--- src/verilog/iam_pkg.sv ---
// constants and carriers for the indirect address mapper
package iam_pkg;
  localparam logic [15:0] LIN_BASE = 16'h2000;
  localparam logic [15:0] LIN_LAST = 16'h29AF;
  localparam logic [7:0] GPR_BLOCK_BYTES = 8'h50;
  localparam logic [6:0] GPR_FIRST_OFS = 7'h20;
  localparam logic [6:0] COMMON_FIRST_OFS = 7'h70;
  localparam logic [7:0] EE_WINDOW_HI = 8'h70;
  localparam int FLASH_BIT_POS = 15;
  localparam logic [7:0] EMPTY_READ = 8'h00;
  localparam logic [1:0] EXTRA_WAIT_CYCLES = 2'h1;
  localparam logic [6:0] BANK_COUNT = 7'h20;

  typedef enum logic [1:0] {
    IAM_T_RAM,
    IAM_T_EE,
    IAM_T_FLASH,
    IAM_T_NONE
  } iam_target_e;

  // one pointer access from the core
  typedef struct packed {
    logic [15:0] pointer;
    logic rd;
    logic wr;
    logic [7:0] wdata;
  } iam_req_s;

  // one resolved memory access
  typedef struct packed {
    iam_target_e target;
    logic [12:0] ram_addr;
    logic [7:0] ee_addr;
    logic [14:0] flash_addr;
  } iam_map_s;
endpackage

--- src/verilog/iam_mapper.sv ---
// indirect pointer decoder onto banked ram, data eeprom and program flash
// Functional notes
// 0x2000..0x29AF is linear ram window
// 80-byte bank blocks chained without gaps
// unimplemented locations read as 0x00
// common memory never reached linearly
// high byte 0x70 reads eeprom by low byte
// eeprom window ignores writes
// eeprom read takes one extra cycle
// pointer msb set selects flash word address
// flash read returns low eight bits only
// flash window ignores writes
// flash access takes one extra cycle
// low pointers use bank and 7-bit offset
`timescale 1ns/100ps
module iam_mapper #(
  parameter int RAM_AW = 13,
  parameter int FLASH_AW = 15
) (
  input wire logic ref_clk,
  input wire logic rst_n,
  input wire logic clk_en,
  input wire iam_pkg::iam_req_s req,
  output logic req_ready,
  output logic rdata_valid,
  output logic [7:0] rdata,
  output logic [RAM_AW-1:0] ram_addr,
  output logic ram_rd,
  output logic ram_wr,
  output logic [7:0] ram_wdata,
  input wire logic [7:0] ram_rdata,
  output logic [7:0] ee_addr,
  output logic ee_rd,
  input wire logic [7:0] ee_rdata,
  output logic [FLASH_AW-1:0] flash_addr,
  output logic flash_rd,
  input wire logic [13:0] flash_rdata
);

  // resolve a pointer into a target and array address
  function automatic iam_pkg::iam_map_s map_pointer(input logic [15:0] p);
    iam_pkg::iam_map_s m;
    logic [15:0] lin;
    logic [6:0] bank;
    logic [6:0] ofs;
    m = '0;
    lin = p - iam_pkg::LIN_BASE;
    bank = 7'(lin / 16'(iam_pkg::GPR_BLOCK_BYTES));
    ofs = 7'(lin % 16'(iam_pkg::GPR_BLOCK_BYTES));
    if (p[iam_pkg::FLASH_BIT_POS]) begin
      m.target = iam_pkg::IAM_T_FLASH;
      m.flash_addr = p[14:0];
    end else if (p[15:8] == iam_pkg::EE_WINDOW_HI) begin
      m.target = iam_pkg::IAM_T_EE;
      m.ee_addr = p[7:0];
    end else if (p >= iam_pkg::LIN_BASE && p <= iam_pkg::LIN_LAST) begin
      // offset 0x20 onward of each bank, never into the common bytes at 0x70
      m.target = iam_pkg::IAM_T_RAM; // see R01 see R02
      m.ram_addr = {bank[5:0], ofs + iam_pkg::GPR_FIRST_OFS};
    end else if (p < iam_pkg::LIN_BASE && {1'b0, p[12:7]} < iam_pkg::BANK_COUNT) begin
      // bank field compared at 7 bits so the full bank count stays representable
      m.target = iam_pkg::IAM_T_RAM;
      m.ram_addr = p[12:0];
    end else begin
      m.target = iam_pkg::IAM_T_NONE;
    end
    return m;
  endfunction

  typedef enum logic [1:0] {
    IAM_S_IDLE,
    IAM_S_WAIT
  } iam_state_e;

  iam_state_e state_reg, state_next;
  iam_pkg::iam_target_e tgt_reg, tgt_next;
  logic [1:0] wait_reg, wait_next;
  logic [7:0] rdata_reg, rdata_next;
  logic valid_reg, valid_next;
  iam_pkg::iam_map_s map_now;
  logic rd_reg, rd_next;
  logic take_ok;

  assign map_now = map_pointer(req.pointer);
  // ram path reaches the array the same cycle; slow windows hold ready low
  assign req_ready = (state_reg == IAM_S_IDLE);
  // strobes only on an edge that really takes the request; a frozen core must not write
  assign take_ok = req_ready && clk_en;
  assign ram_addr = RAM_AW'(map_now.ram_addr);
  assign ram_wdata = req.wdata;
  assign ram_rd = take_ok && req.rd && map_now.target == iam_pkg::IAM_T_RAM;
  assign ram_wr = take_ok && req.wr && map_now.target == iam_pkg::IAM_T_RAM;
  assign ee_addr = map_now.ee_addr;
  assign ee_rd = take_ok && req.rd && map_now.target == iam_pkg::IAM_T_EE;
  assign flash_addr = FLASH_AW'(map_now.flash_addr);
  // a write into the flash window still pulses flash_rd; no write strobe leaves the decoder
  assign flash_rd = take_ok && (req.rd || req.wr) && map_now.target == iam_pkg::IAM_T_FLASH;
  assign rdata = rdata_reg;
  assign rdata_valid = valid_reg;

  // access sequencer
  always_comb begin
    state_next = state_reg;
    tgt_next = tgt_reg;
    wait_next = wait_reg;
    rdata_next = rdata_reg;
    valid_next = 1'b0;
    rd_next = rd_reg;
    unique case (state_reg)
      IAM_S_IDLE: begin
        if (req.rd || req.wr) begin
          tgt_next = map_now.target;
          rd_next = req.rd;
          unique case (map_now.target)
            iam_pkg::IAM_T_RAM: begin
              if (req.rd) begin
                rdata_next = ram_rdata;
              end
              valid_next = req.rd;
            end
            iam_pkg::IAM_T_NONE: begin
              if (req.rd) begin
                rdata_next = iam_pkg::EMPTY_READ;
              end
              valid_next = req.rd;
            end
            default: begin
              // eeprom or flash: one more instruction cycle
              wait_next = iam_pkg::EXTRA_WAIT_CYCLES; // see R07
              state_next = IAM_S_WAIT;
            end
          endcase
        end
      end
      IAM_S_WAIT: begin
        wait_next = wait_reg - 2'h1;
        // last wait cycle: slow array data has settled on the held pointer
        if (wait_reg == 2'h1) begin
          state_next = IAM_S_IDLE;
          // writes into the rom windows get no answer and leave rdata alone
          valid_next = rd_reg;
          if (rd_reg && tgt_reg == iam_pkg::IAM_T_EE) begin
            rdata_next = ee_rdata;
          end else if (rd_reg) begin
            rdata_next = flash_rdata[7:0];
          end
        end
      end
    endcase
  end

  // registers frozen while clk_en is low
  always_ff @(posedge ref_clk) begin
    if (!rst_n) begin
      state_reg <= IAM_S_IDLE;
      tgt_reg <= iam_pkg::IAM_T_NONE;
      wait_reg <= 2'h0;
      rdata_reg <= 8'h00;
      valid_reg <= 1'b0;
      rd_reg <= 1'b0;
    end else if (clk_en) begin
      state_reg <= state_next;
      tgt_reg <= tgt_next;
      wait_reg <= wait_next;
      rdata_reg <= rdata_next;
      valid_reg <= valid_next;
      rd_reg <= rd_next;
    end
  end
endmodule // iam_mapper

--- config.mk ---
export PLATFORM = sky130hd
export DESIGN_NAME = iam_mapper
export DESIGN_NICKNAME = d
export VERILOG_FILES = /design/src/verilog/iam_pkg.sv /design/src/verilog/iam_mapper.sv
export SDC_FILE = /design/constraint.sdc
export NUM_CORES = 1
export LEC_CHECK = 0
export ABC_AREA = 1
export BUFFER_PORTS_ARGS = -buffer_cell sky130_fd_sc_hd__buf_2
export CAP_MARGIN = 15
export CORE_UTILIZATION = 50
export DETAILED_ROUTE_END_ITERATION = 10
export PLACE_DENSITY = 0.8
export SYNTH_ARGS = -nofsm -noshare
export SYNTH_HDL_FRONTEND = slang
export SYNTH_SLANG_ARGS = --single-unit
--- constraint.sdc ---
create_clock -name ref_clk -period 7.9 [get_ports ref_clk]
set_clock_uncertainty 0.05 [all_clocks]
set_input_delay 0.79 -clock ref_clk [delete_from_list [all_inputs] [get_ports ref_clk]]
set_output_delay 0.79 -clock ref_clk [all_outputs]
set_load 0.02 [all_outputs]
* After elaboration in Yosys (flattened, before gate mapping)
Cells that the tools add are included.
** Word-level totals
- Bits in registers :: 16
- ROM bits :: 0
- Memories :: 0
- Bits in latches :: 0
- Bits in writable memories :: 0
- Output and inout bits :: 58
** Cells by class
- Eq/ne operators :: 14
- Add/subtract/negate cells :: 3
- Shift operators :: 0
- Reduce and logical (&&, ||, !) cells :: 19
- Muxes and demuxes :: 26
- Multipliers :: 0
- Div/mod/pow operators :: 2
- Bitwise operators :: 0
- $lt $le $gt $ge :: 4
** Operator list (number)
- $mux 8 :: 7
- $pmux 8 s2 :: 2
- $mux 15 :: 2
- $mux 13 :: 2
- $mux 21 :: 1
- $div 16x7->16 const B :: 1
- $ge 16x14->1 const B :: 1
- $le 16x14->1 const B :: 1
- $lt 16x14->1 const B :: 1
- $mod 16x7->16 const B :: 1
- $sub 16x14->16 const B :: 1
- $mux 2 :: 6
- $logic_and 1x1->1 :: 11
- $ne 3x3->1 const B :: 3
- $eq 2x1->1 const B :: 4
- $eq 8x7->1 const B :: 1
- $pmux 2 s2 :: 2
- $add 7x6->7 const B :: 1
- $reduce_and 7->1 :: 1
- $lt 6x6->1 const B :: 1
- $reduce_and 3->1 :: 2
- $eq 2x2->1 const B :: 2
- $logic_not 2->1 :: 2
- $ne 2x2->1 const B :: 2
- other kinds (8) :: 10

* Depth between registers and ports, before layout
Gate-level depths: netlist of the first run.
- Depth in word-level cells :: 11
- Depth in mapped cells :: 59
- Depth with buffers taken out :: 58

* Worst setup path after synthesis of the first run
Ideal clock, no wire load.
- Path kind :: input to output
- From :: input port req[23] (netlist name)
- To :: output port ram_addr[4]
- Path slack :: 1.749 ns
- Path buffers :: 1
- Data required time :: 7.060 ns
- Stages :: 49
- Arrival time :: 5.311 ns
- Cells stage by stage :: inv_1 > ha_1 > inv_1 > o21ai_2 > nand2_2 > nand2_2 > nand3_1 > nand2_2 > nand2_2 > nand2_2 > nand3_2 > nand2_2 > nand2_4 > nand2_4 > nand2_4 > nand2_4 > nand3_2 > nand2_1 > (+13 left out) > inv_2 > nor2_2 > nor2_8 > nand3_1 > nand2_1 > nand3_2 > nand2_4 > nand2_4 > nor2_8 > nand2_4 > nand3_1 > nand2_1 > nor2_2 > nand3_1 > nand2_1 > xor2_1 > nor2_1 > buf_4
** RTL lines
- start: declaration :: line iam_mapper.sv:23 : input wire iam_pkg::iam_req_s req,
- end: declaration :: line iam_mapper.sv:27 : output logic [RAM_AW-1:0] ram_addr,

* Worst setup path in the final report of the first run
- From :: input port req[23] (netlist name)
- To :: output port ram_addr[5]
** Between the ends
- Word-level cells in the longest chain between the ends :: 6
- Elaborated cells between the ends (all ways) :: 13
- Classes of those cells :: add/sub: 2; div: 1; order compare: 3; eq/ne: 1; mux: 4; reduce/logical: 2
** Ends and longest elaborated chain
- $sub 16x14->16 or $lt 16x14->1 (tied branches) :: line iam_mapper.sv:47, iam_mapper.sv:60
- $mod 16x7->16 or $logic_and 1x1->1 (tied branches) :: line iam_mapper.sv:49, iam_mapper.sv:60
- $add 7x6->7 or $mux 13 (tied branches) :: line iam_mapper.sv:59, iam_mapper.sv:60
- $mux 15 :: line iam_mapper.sv:56 : end else if (p >= iam_pkg::LIN_BASE && p <= iam_pkg::LIN_LAST) begin
- $mux 13 * :: line iam_mapper.sv:53 : end else if (p[15:8] == iam_pkg::EE_WINDOW_HI) begin
- $mux 21 * :: line iam_mapper.sv:50 : if (p[iam_pkg::FLASH_BIT_POS]) begin
Every way passes the cells marked *; elsewhere a longest branch is shown, timed or not.

==> reports/qor.txt, run 1 <==
Post-synthesis sequential area ratio: 0.0923
Tcrit/Tclk final: 0.905
Unrepaired setup endpoints after global routing: false
Chip width: 82.6 µm
H-tree levels: 1
Final-report hold violation count: 0
Post-place setup slack: 0.766 ns
Worst IR drop on VDD: 0.000311 V
Worst slew pin tran: 1.05 ns
Global-route wire length before repair: 12.8 mm
Maximum clock rate: 140 MHz
Crit path launch type: input port
CP delay by family, top: simple AND/OR/NAND/NOR gates
CP peak stage delay: 0.37 ns
Post-CTS Resized: 0
Synth area leaders: nand2_1 (15%), buf_4 (10%), dfxtp_1 (9.2%)
Slew margin rel.: 0.299
Commonest non-fill, non-tap cell in the layout: nand2_1
Min-Delay Endpoint: rd_reg
DRT iter0 DRCs: 180
Slack of the critical path: 0.752 ns
Utilization after layout: 0.555
Mean routed wirelength per cell: 11.4 µm
Seq cells post-synth: 15
Antenna Nets Post-Route: 0
WP data required: 7.06 ns
Avg Inst Size Synth: 5.72 µm²
Critical R2R Launch: state_reg[0]
FF-to-FF End: rdata[7]
Syn Inst Count: 569
Max-Cap Viols: 0
Dominant cell type by area after synthesis: nand2_1
DP HPWL: 6.53 mm
Most frequent cells in the layout: nand2_1 (127), buf_2 (94), inv_1 (76)
Setup repair bufs after CTS: 0
Total wire length: 7.88 mm
Worst-Skew Late Latency: 0.25 ns
Final setup violation count: 0
Hold wc startpoint: rd_reg
Quantity of I/O buffers inserted on ports: 94
Final instance area: 3500 µm²
Worst path arrival time: 6.31 ns
Initial antenna violation count: 0
Root buf cell: clkbuf_8
Syn nets: 632
Worst hold slack: 0.422 ns
CTS tree: built
Crit path kind: input port to output port
Pleak: 2.07 nW
# IOs: 117
# diodes: 0
Nets: 679
Crit-path max FO: 7
Core area: 6310 µm²
Mapped cell area: 3250 µm²
Yosys warning total: 0
Total GRT Usage: 0.229
Flop-to-flop setup slack: 5.59 ns
Synth-to-Final Area Change: 7.70%
Number of global-route vias before repair: 3,054
Post-CTS Hold Buffers: 0
Final min period: 7.15 ns
Routability cong.: 0.909
Starting Density: 0.515
Fraction of layout cells with a size suffix above 1: 0.289
Outcome: finished, final reports clean
Post-synth top flop: dfxtp_1
Die span in y: 82.6 µm
Cts bufs inserted: 3
DRC Markers: 0
CTS clk-pin slew, worst paths: 0.07 ns
First-pass DRT Iterations: 4
Die area: 6830 µm²
Vias per inst: 5.16
Largest net degree at the start of global routing: 22
Final slew viol count: 0
Post-synth EDFFs: 0
Max FFs per register: 8
GR Overflow Total: 0
CP Buf/Inv Count: 8
Crit. End Element: output port
Placed standard-cell area: 3460 µm²
Setup_tns: 0 ns
Fillers: 645
Num rows: 29
Via count: 3,573
Yosys cell types: 40
CP max stage cell: ha_1
Hold depth: 2
Worst hold path type: flip-flop to flip-flop
Fraction of registers with async set/reset: 0
Pwr per Cell Area: 366 nW/µm²
Crit-path most repeated cell: nand2_2
Longest Clk Path Bufs: 2
# clock sinks: 15
Cells on worst reg2reg path: 6
Share of the synthesized area in the top cell type: 0.147
[routing by layer]
metal,vias up,track usage,share of wire
li1,1863,-,-
met1,1611,0.295,0.46
met2,91,0.416,0.50
met3,8,0.0154,0.040
met4,0,0.0397,0.0057
met5,-,0,0
[cells by family after synthesis]
logic type	Yosys count	share of synthesized area
simple gates	322	0.514
buf+inv	149	0.225
compound gates	69	0.122
flops	15	0.0923
xor+xnor	9	0.0242
fa+ha+maj	4	0.0154
mux	1	0.00693
[area by class of cell]
type / count / area (µm²) / share of cell area
Inverter: 97 / 369 / 0.105
Multi-Input combinational cell: 405 / 2220 / 0.634
Sequential cell: 15 / 300 / 0.0857
Clock inverter: 1 / 5.00 / 0.00143
Clock buffer: 3 / 41.3 / 0.0118
Timing Repair Buffer: 94 / 470 / 0.134
Tap cell: 77 / 96.3 / 0.0275
[worst min-delay path: cells and delay by family (launching register included)]
kind	cells	cell delay, ns
compound gates	1	0.05
flops	1	0.31
simple gates	1	0.06
[Yosys cell counts (5+ instances only)]
master,instances
buf_4,44
nor2_2,5
xor2_1,8
clkbuf_1,6
nand2_1,127
nand2_4,17
nand2_2,19
nand3_1,51
inv_1,76
inv_2,16
dfxtp_1,15
o21ai_0,25
a31oi_1,8
a21oi_1,21
nand4_1,16
nand3_2,11
nor2_1,62
[where the power goes]
part	switching [W]	total, W	internal [W]
clock	0.0000284	0.0000633	0.0000349
combinational	0.000769	0.00114	0.000368
sequential	0.00000252	0.0000829	0.0000803
[stage by stage]
step                total power, W  std cells
floorplan                  0.00105        569
global placement           0.00118        688
detailed placement         0.00121        688
CTS                        0.00128        692
global route               0.00142        692
finish                     0.00128        692
[how the worst max path moves through the flow]
stage / startpoint / endpoint / cells past startpoint
5_1_grt: req[23] / ram_addr[5] / 50
4_1_cts: req[23] / ram_addr[5] / 46
3_5_place_dp: req[23] / ram_addr[5] / 46
2_1_floorplan: req[23] / ram_addr[4] / 49
3_3_place_gp: req[23] / ram_addr[5] / 52
6_report: req[23] / ram_addr[5] / 50
(Power assumes the default switching activity.)
==> run 2: changes to the inputs <==
--- a/config.mk
+++ b/config.mk
@@ -10,7 +10,7 @@
 export CAP_MARGIN = 15
 export CORE_UTILIZATION = 50
 export DETAILED_ROUTE_END_ITERATION = 10
-export PLACE_DENSITY = 0.8
+export PLACE_DENSITY_LB_ADDON = 0.05
 export SYNTH_ARGS = -nofsm -noshare
 export SYNTH_HDL_FRONTEND = slang
 export SYNTH_SLANG_ARGS = --single-unit
==> reports/qor.txt, run 2 (synthesized netlist as in run 1, its figures left out) <==
Slew margin rel.: 0.278
Max-Cap Viols: 0
CP delay by family, top: simple AND/OR/NAND/NOR gates
Core area: 6310 µm²
Crit-path max FO: 7
Pleak: 2.07 nW
Pwr per Cell Area: 363 nW/µm²
Synth-to-Final Area Change: 7.70%
CP Buf/Inv Count: 7
CP max stage cell: ha_1
CTS clk-pin slew, worst paths: 0.07 ns
Root buf cell: clkbuf_8
P_sw: 0.000787 W
Crit. End Element: output port
Routability cong.: 0.891
Starting Density: 0.515
Total GRT Usage: 0.227
# clock sinks: 15
Post-CTS Hold Buffers: 0
Num rows: 29
Switching share of power: 0.619
Worst hold slack: 0.414 ns
Die area: 6830 µm²
Register Area: 300 µm²
Worst slew pin tran: 1.08 ns
Number of global-route vias before repair: 2,948
Commonest non-fill, non-tap cell in the layout: nand2_1
Die span in y: 82.6 µm
Setup_tns: 0 ns
Unrepaired setup endpoints after global routing: false
Outcome: finished, final reports clean
Max FFs per register: 8
Cts bufs inserted: 3
Quantity of I/O buffers inserted on ports: 94
Final setup violation count: 0
Worst IR drop on VDD: 0.000323 V
GR Overflow Total: 0
Tcrit/Tclk final: 0.896
Global-route wire length before repair: 12.4 mm
DRC Markers: 0
Longest Clk Path Bufs: 2
Reg power frac: 0.065
Antenna Nets Post-Route: 0
Setup repair bufs after CTS: 0
Fraction of layout cells with a size suffix above 1: 0.289
Initial antenna violation count: 0
Nets: 679
Chip width: 82.6 µm
Largest net degree at the start of global routing: 22
# IOs: 117
Final min period: 7.07 ns
CTS tree: built
First-pass DRT Iterations: 4
Crit path launch type: input port
Crit-path most repeated cell: nand2_4
Vias per inst: 4.95
H-tree levels: 1
Int Pwr: 0.000483 W
WP data required: 7.06 ns
Via count: 3,423
Crit path kind: input port to output port
Fillers: 679
Mean routed wirelength per cell: 11.3 µm
Total wire length: 7.83 mm
Final-report hold violation count: 0
Comb pwr share: 0.885
Multi-input gate area: 2220 µm²
DRT iter0 DRCs: 125
CP peak stage delay: 0.37 ns
Most frequent cells in the layout: nand2_1 (127), buf_2 (94), inv_1 (76)
Maximum clock rate: 141 MHz
Clock share of power: 0.050
Final slew viol count: 0
Worst hold path type: flip-flop to flip-flop
Worst path arrival time: 6.23 ns
DP HPWL: 6.55 mm
Post-CTS Resized: 0
Worst-Skew Late Latency: 0.25 ns
# diodes: 0
-- run 2: tightest hold or removal path: cells and delay by family (launching register included) --
kind	cells	cell delay (ns)
AOI/OAI and AO/OA	1	0.05
DFF	1	0.31
and+or+nand+nor	1	0.06
-- run 2: area by class of cell --
type | count | area share
clock buffers | 3 | 0.0118
clock inverters | 1 | 0.00143
inverters | 97 | 0.105
multi-input cells | 405 | 0.634
flip-flops and latches | 15 | 0.0857
well taps | 77 | 0.0275
repair buffers | 94 | 0.134
-- run 2: worst paths after layout --
kind                              startpoint     endpoint  slack [ns]  cells after the start
worst max register to register  state_reg[0]     rdata[7]        5.55                      6
worst min register to register   wait_reg[1]  wait_reg[1]        0.41                      2
worst max-delay path                 req[23]  ram_addr[5]        0.83                     52
worst min-delay path             wait_reg[1]  wait_reg[1]        0.41                      2
-- run 2: routing by layer --
layer / up-vias / track usage / wire length, µm
li1: 1867 / - / -
met4: 0 / 0.0362 / 66
met2: 57 / 0.409 / 3790
met5: - / 0 / 0
met3: 6 / 0.0253 / 239
met1: 1493 / 0.291 / 3730
-- run 2: power groups by stage --
stage | registers [W] | logic, W | clock network, W
floorplan | 0.0000870 | 0.000963 | 0
global placement | 0.0000841 | 0.00111 | 0
detailed placement | 0.0000842 | 0.00112 | 0
CTS | 0.0000826 | 0.00113 | 0.0000651
global route | 0.0000833 | 0.00128 | 0.0000690
finish | 0.0000826 | 0.00112 | 0.0000634
-- run 2: stage by stage --
step           utilization  instance area [µm²]  cells  setup WS (ns)  total power, W
2_1_floorplan            -                 3250    569           1.75         0.00105
3_3_place_gp         0.547                 3460    688          0.930         0.00120
3_5_place_dp         0.547                 3460    688          0.833         0.00121
4_1_cts              0.555                 3500    692          0.816         0.00128
5_1_grt              0.555                 3500    692          0.108         0.00143
6_report             0.555                 3500    692          0.826         0.00127
==> run 3: changes to the inputs <==
--- a/config.mk
+++ b/config.mk
@@ -10,6 +10,7 @@
 export CAP_MARGIN = 15
 export CORE_UTILIZATION = 50
 export DETAILED_ROUTE_END_ITERATION = 10
+export GPL_TIMING_DRIVEN = 0
 export PLACE_DENSITY_LB_ADDON = 0.05
 export SYNTH_ARGS = -nofsm -noshare
 export SYNTH_HDL_FRONTEND = slang
==> reports/qor.txt, run 3 (synthesized netlist as in run 1, its figures left out) <==
CP max stage cell: ha_1
Core area: 6310 µm²
Max FFs per register: 8
Register Area: 300 µm²
Worst hold path type: flip-flop to flip-flop
Mean routed wirelength per cell: 11.2 µm
Nets: 737
Routability cong.: 0.838
Tcrit/Tclk final: 0.911
Crit path launch type: input port
CP startpoint: req[23]
Chip width: 82.6 µm
Via count: 3,752
Crit. End Element: output port
Hold wc startpoint: wait_reg[1]
DRC Markers: 0
Total GRT Usage: 0.241
Slew margin rel.: 0.314
Number of global-route vias before repair: 3,205
Worst-Skew Late Latency: 0.25 ns
Met2 routed WL: 4.02 mm
Fillers: 650
Setup repair bufs after CTS: 0
Critical R2R Launch: rd_reg
Largest net degree at the start of global routing: 11
# clock sinks: 15
H-tree levels: 1
Initial antenna violation count: 0
CTS clk-pin slew, worst paths: 0.06 ns
Multi-input gate area: 2220 µm²
M1 WL: 3.84 mm
Vias per inst: 5.00
Quantity of I/O buffers inserted on ports: 100
Pwr per Cell Area: 332 nW/µm²
Root buf cell: clkbuf_8
Pleak: 2.34 nW
Unrepaired setup endpoints after global routing: false
Final slew viol count: 0
CP peak stage delay: 0.38 ns
Die area: 6830 µm²
Num rows: 29
Commonest non-fill, non-tap cell in the layout: nand2_1
Final-report hold violation count: 0
# IOs: 117
CTS tree: built
Crit-path most repeated cell: nand2_4
WP data required: 7.06 ns
Fraction of layout cells with a size suffix above 1: 0.342
Maximum clock rate: 139 MHz
Outcome: finished, final reports clean
Metal3 WL: 424 µm
Antenna Nets Post-Route: 0
Die span in y: 82.6 µm
Final setup violation count: 0
Crit-path max FO: 7
Highest metal used: met4
DRT iter0 DRCs: 150
Starting Density: 0.515
Worst path arrival time: 6.35 ns
DP HPWL: 6.96 mm
Post-CTS Resized: 0
Global-route wire length before repair: 13.3 mm
Post-CTS Hold Buffers: 0
Total wire length: 8.40 mm
Crit path kind: input port to output port
Most frequent cells in the layout: nand2_1 (127), buf_2 (102), inv_1 (76)
Post-place setup slack: 0.717 ns
Worst slew pin tran: 1.02 ns
Slack of the critical path: 0.706 ns
Worst IR drop on VDD: 0.000389 V
Longest Clk Path Bufs: 2
Final min period: 7.19 ns
# diodes: 0
Cts bufs inserted: 3
First-pass DRT Iterations: 4
GR Overflow Total: 0
Synth-to-Final Area Change: 19.8%
Max-Cap Viols: 0
Setup_tns: 0 ns
==> run 3: cell types whose count changed in the layout (fill, tap and decap cells not counted), sizes merged <==
cell    delta
clkbuf     +6
buf       +52
==> run 3: cell type report <==
type	instances	area share
multi-input combinational	405	0.570
tap	77	0.0247
clock buffer	3	0.0106
timing repair buffer	100	0.128
clock inverter	1	0.00128
inverter	97	0.0948
buffer	52	0.0932
sequential	15	0.0771
==> run 3: final timing paths <==
kind | endpoint | slack (ns) | cells after the start
min | wait_reg[1] | 0.41 | 2
max | ram_addr[4] | 0.71 | 47
max reg2reg | rdata[5] | 5.84 | 5
min reg2reg | wait_reg[1] | 0.41 | 2
==> run 3: metal layers <==
layer,track usage,vias to the layer above
met1,0.297,1653
met3,0.0330,10
met2,0.441,107
met4,0.0483,0
li1,-,1982
met5,0,-
==> run 3: where the power goes <==
part / total, W / internal, W / switching (W)
sequential: 0.0000828 / 0.0000803 / 0.00000248
clock: 0.0000653 / 0.0000350 / 0.0000303
combinational: 0.00114 / 0.000384 / 0.000759
total: 0.00129 / 0.000500 / 0.000791
==> run 3: per-stage QoR <==
stage | hold WS [ns] | std cells | power [W] | cell area, µm² | util
6_report | 0.414 | 750 | 0.00129 | 3890 | 0.617
5_1_grt | 0.440 | 750 | 0.00146 | 3890 | 0.617
3_5_place_dp | 0.406 | 746 | 0.00123 | 3850 | 0.610
4_1_cts | 0.413 | 750 | 0.00130 | 3890 | 0.617
2_1_floorplan | 0.390 | 569 | 0.00105 | 3250 | -
3_3_place_gp | 0.401 | 746 | 0.00121 | 3850 | 0.610
==> run 3: critical path, delay by kind of cell <==
family | cells | cell delay (ns)
adders and majority gates | 1 | 0.38
and+or+nand+nor | 34 | 3.27
buffers and inverters | 8 | 0.97
xor gates and xnor gates | 1 | 0.16
AOI/OAI and AO/OA | 3 | 0.74
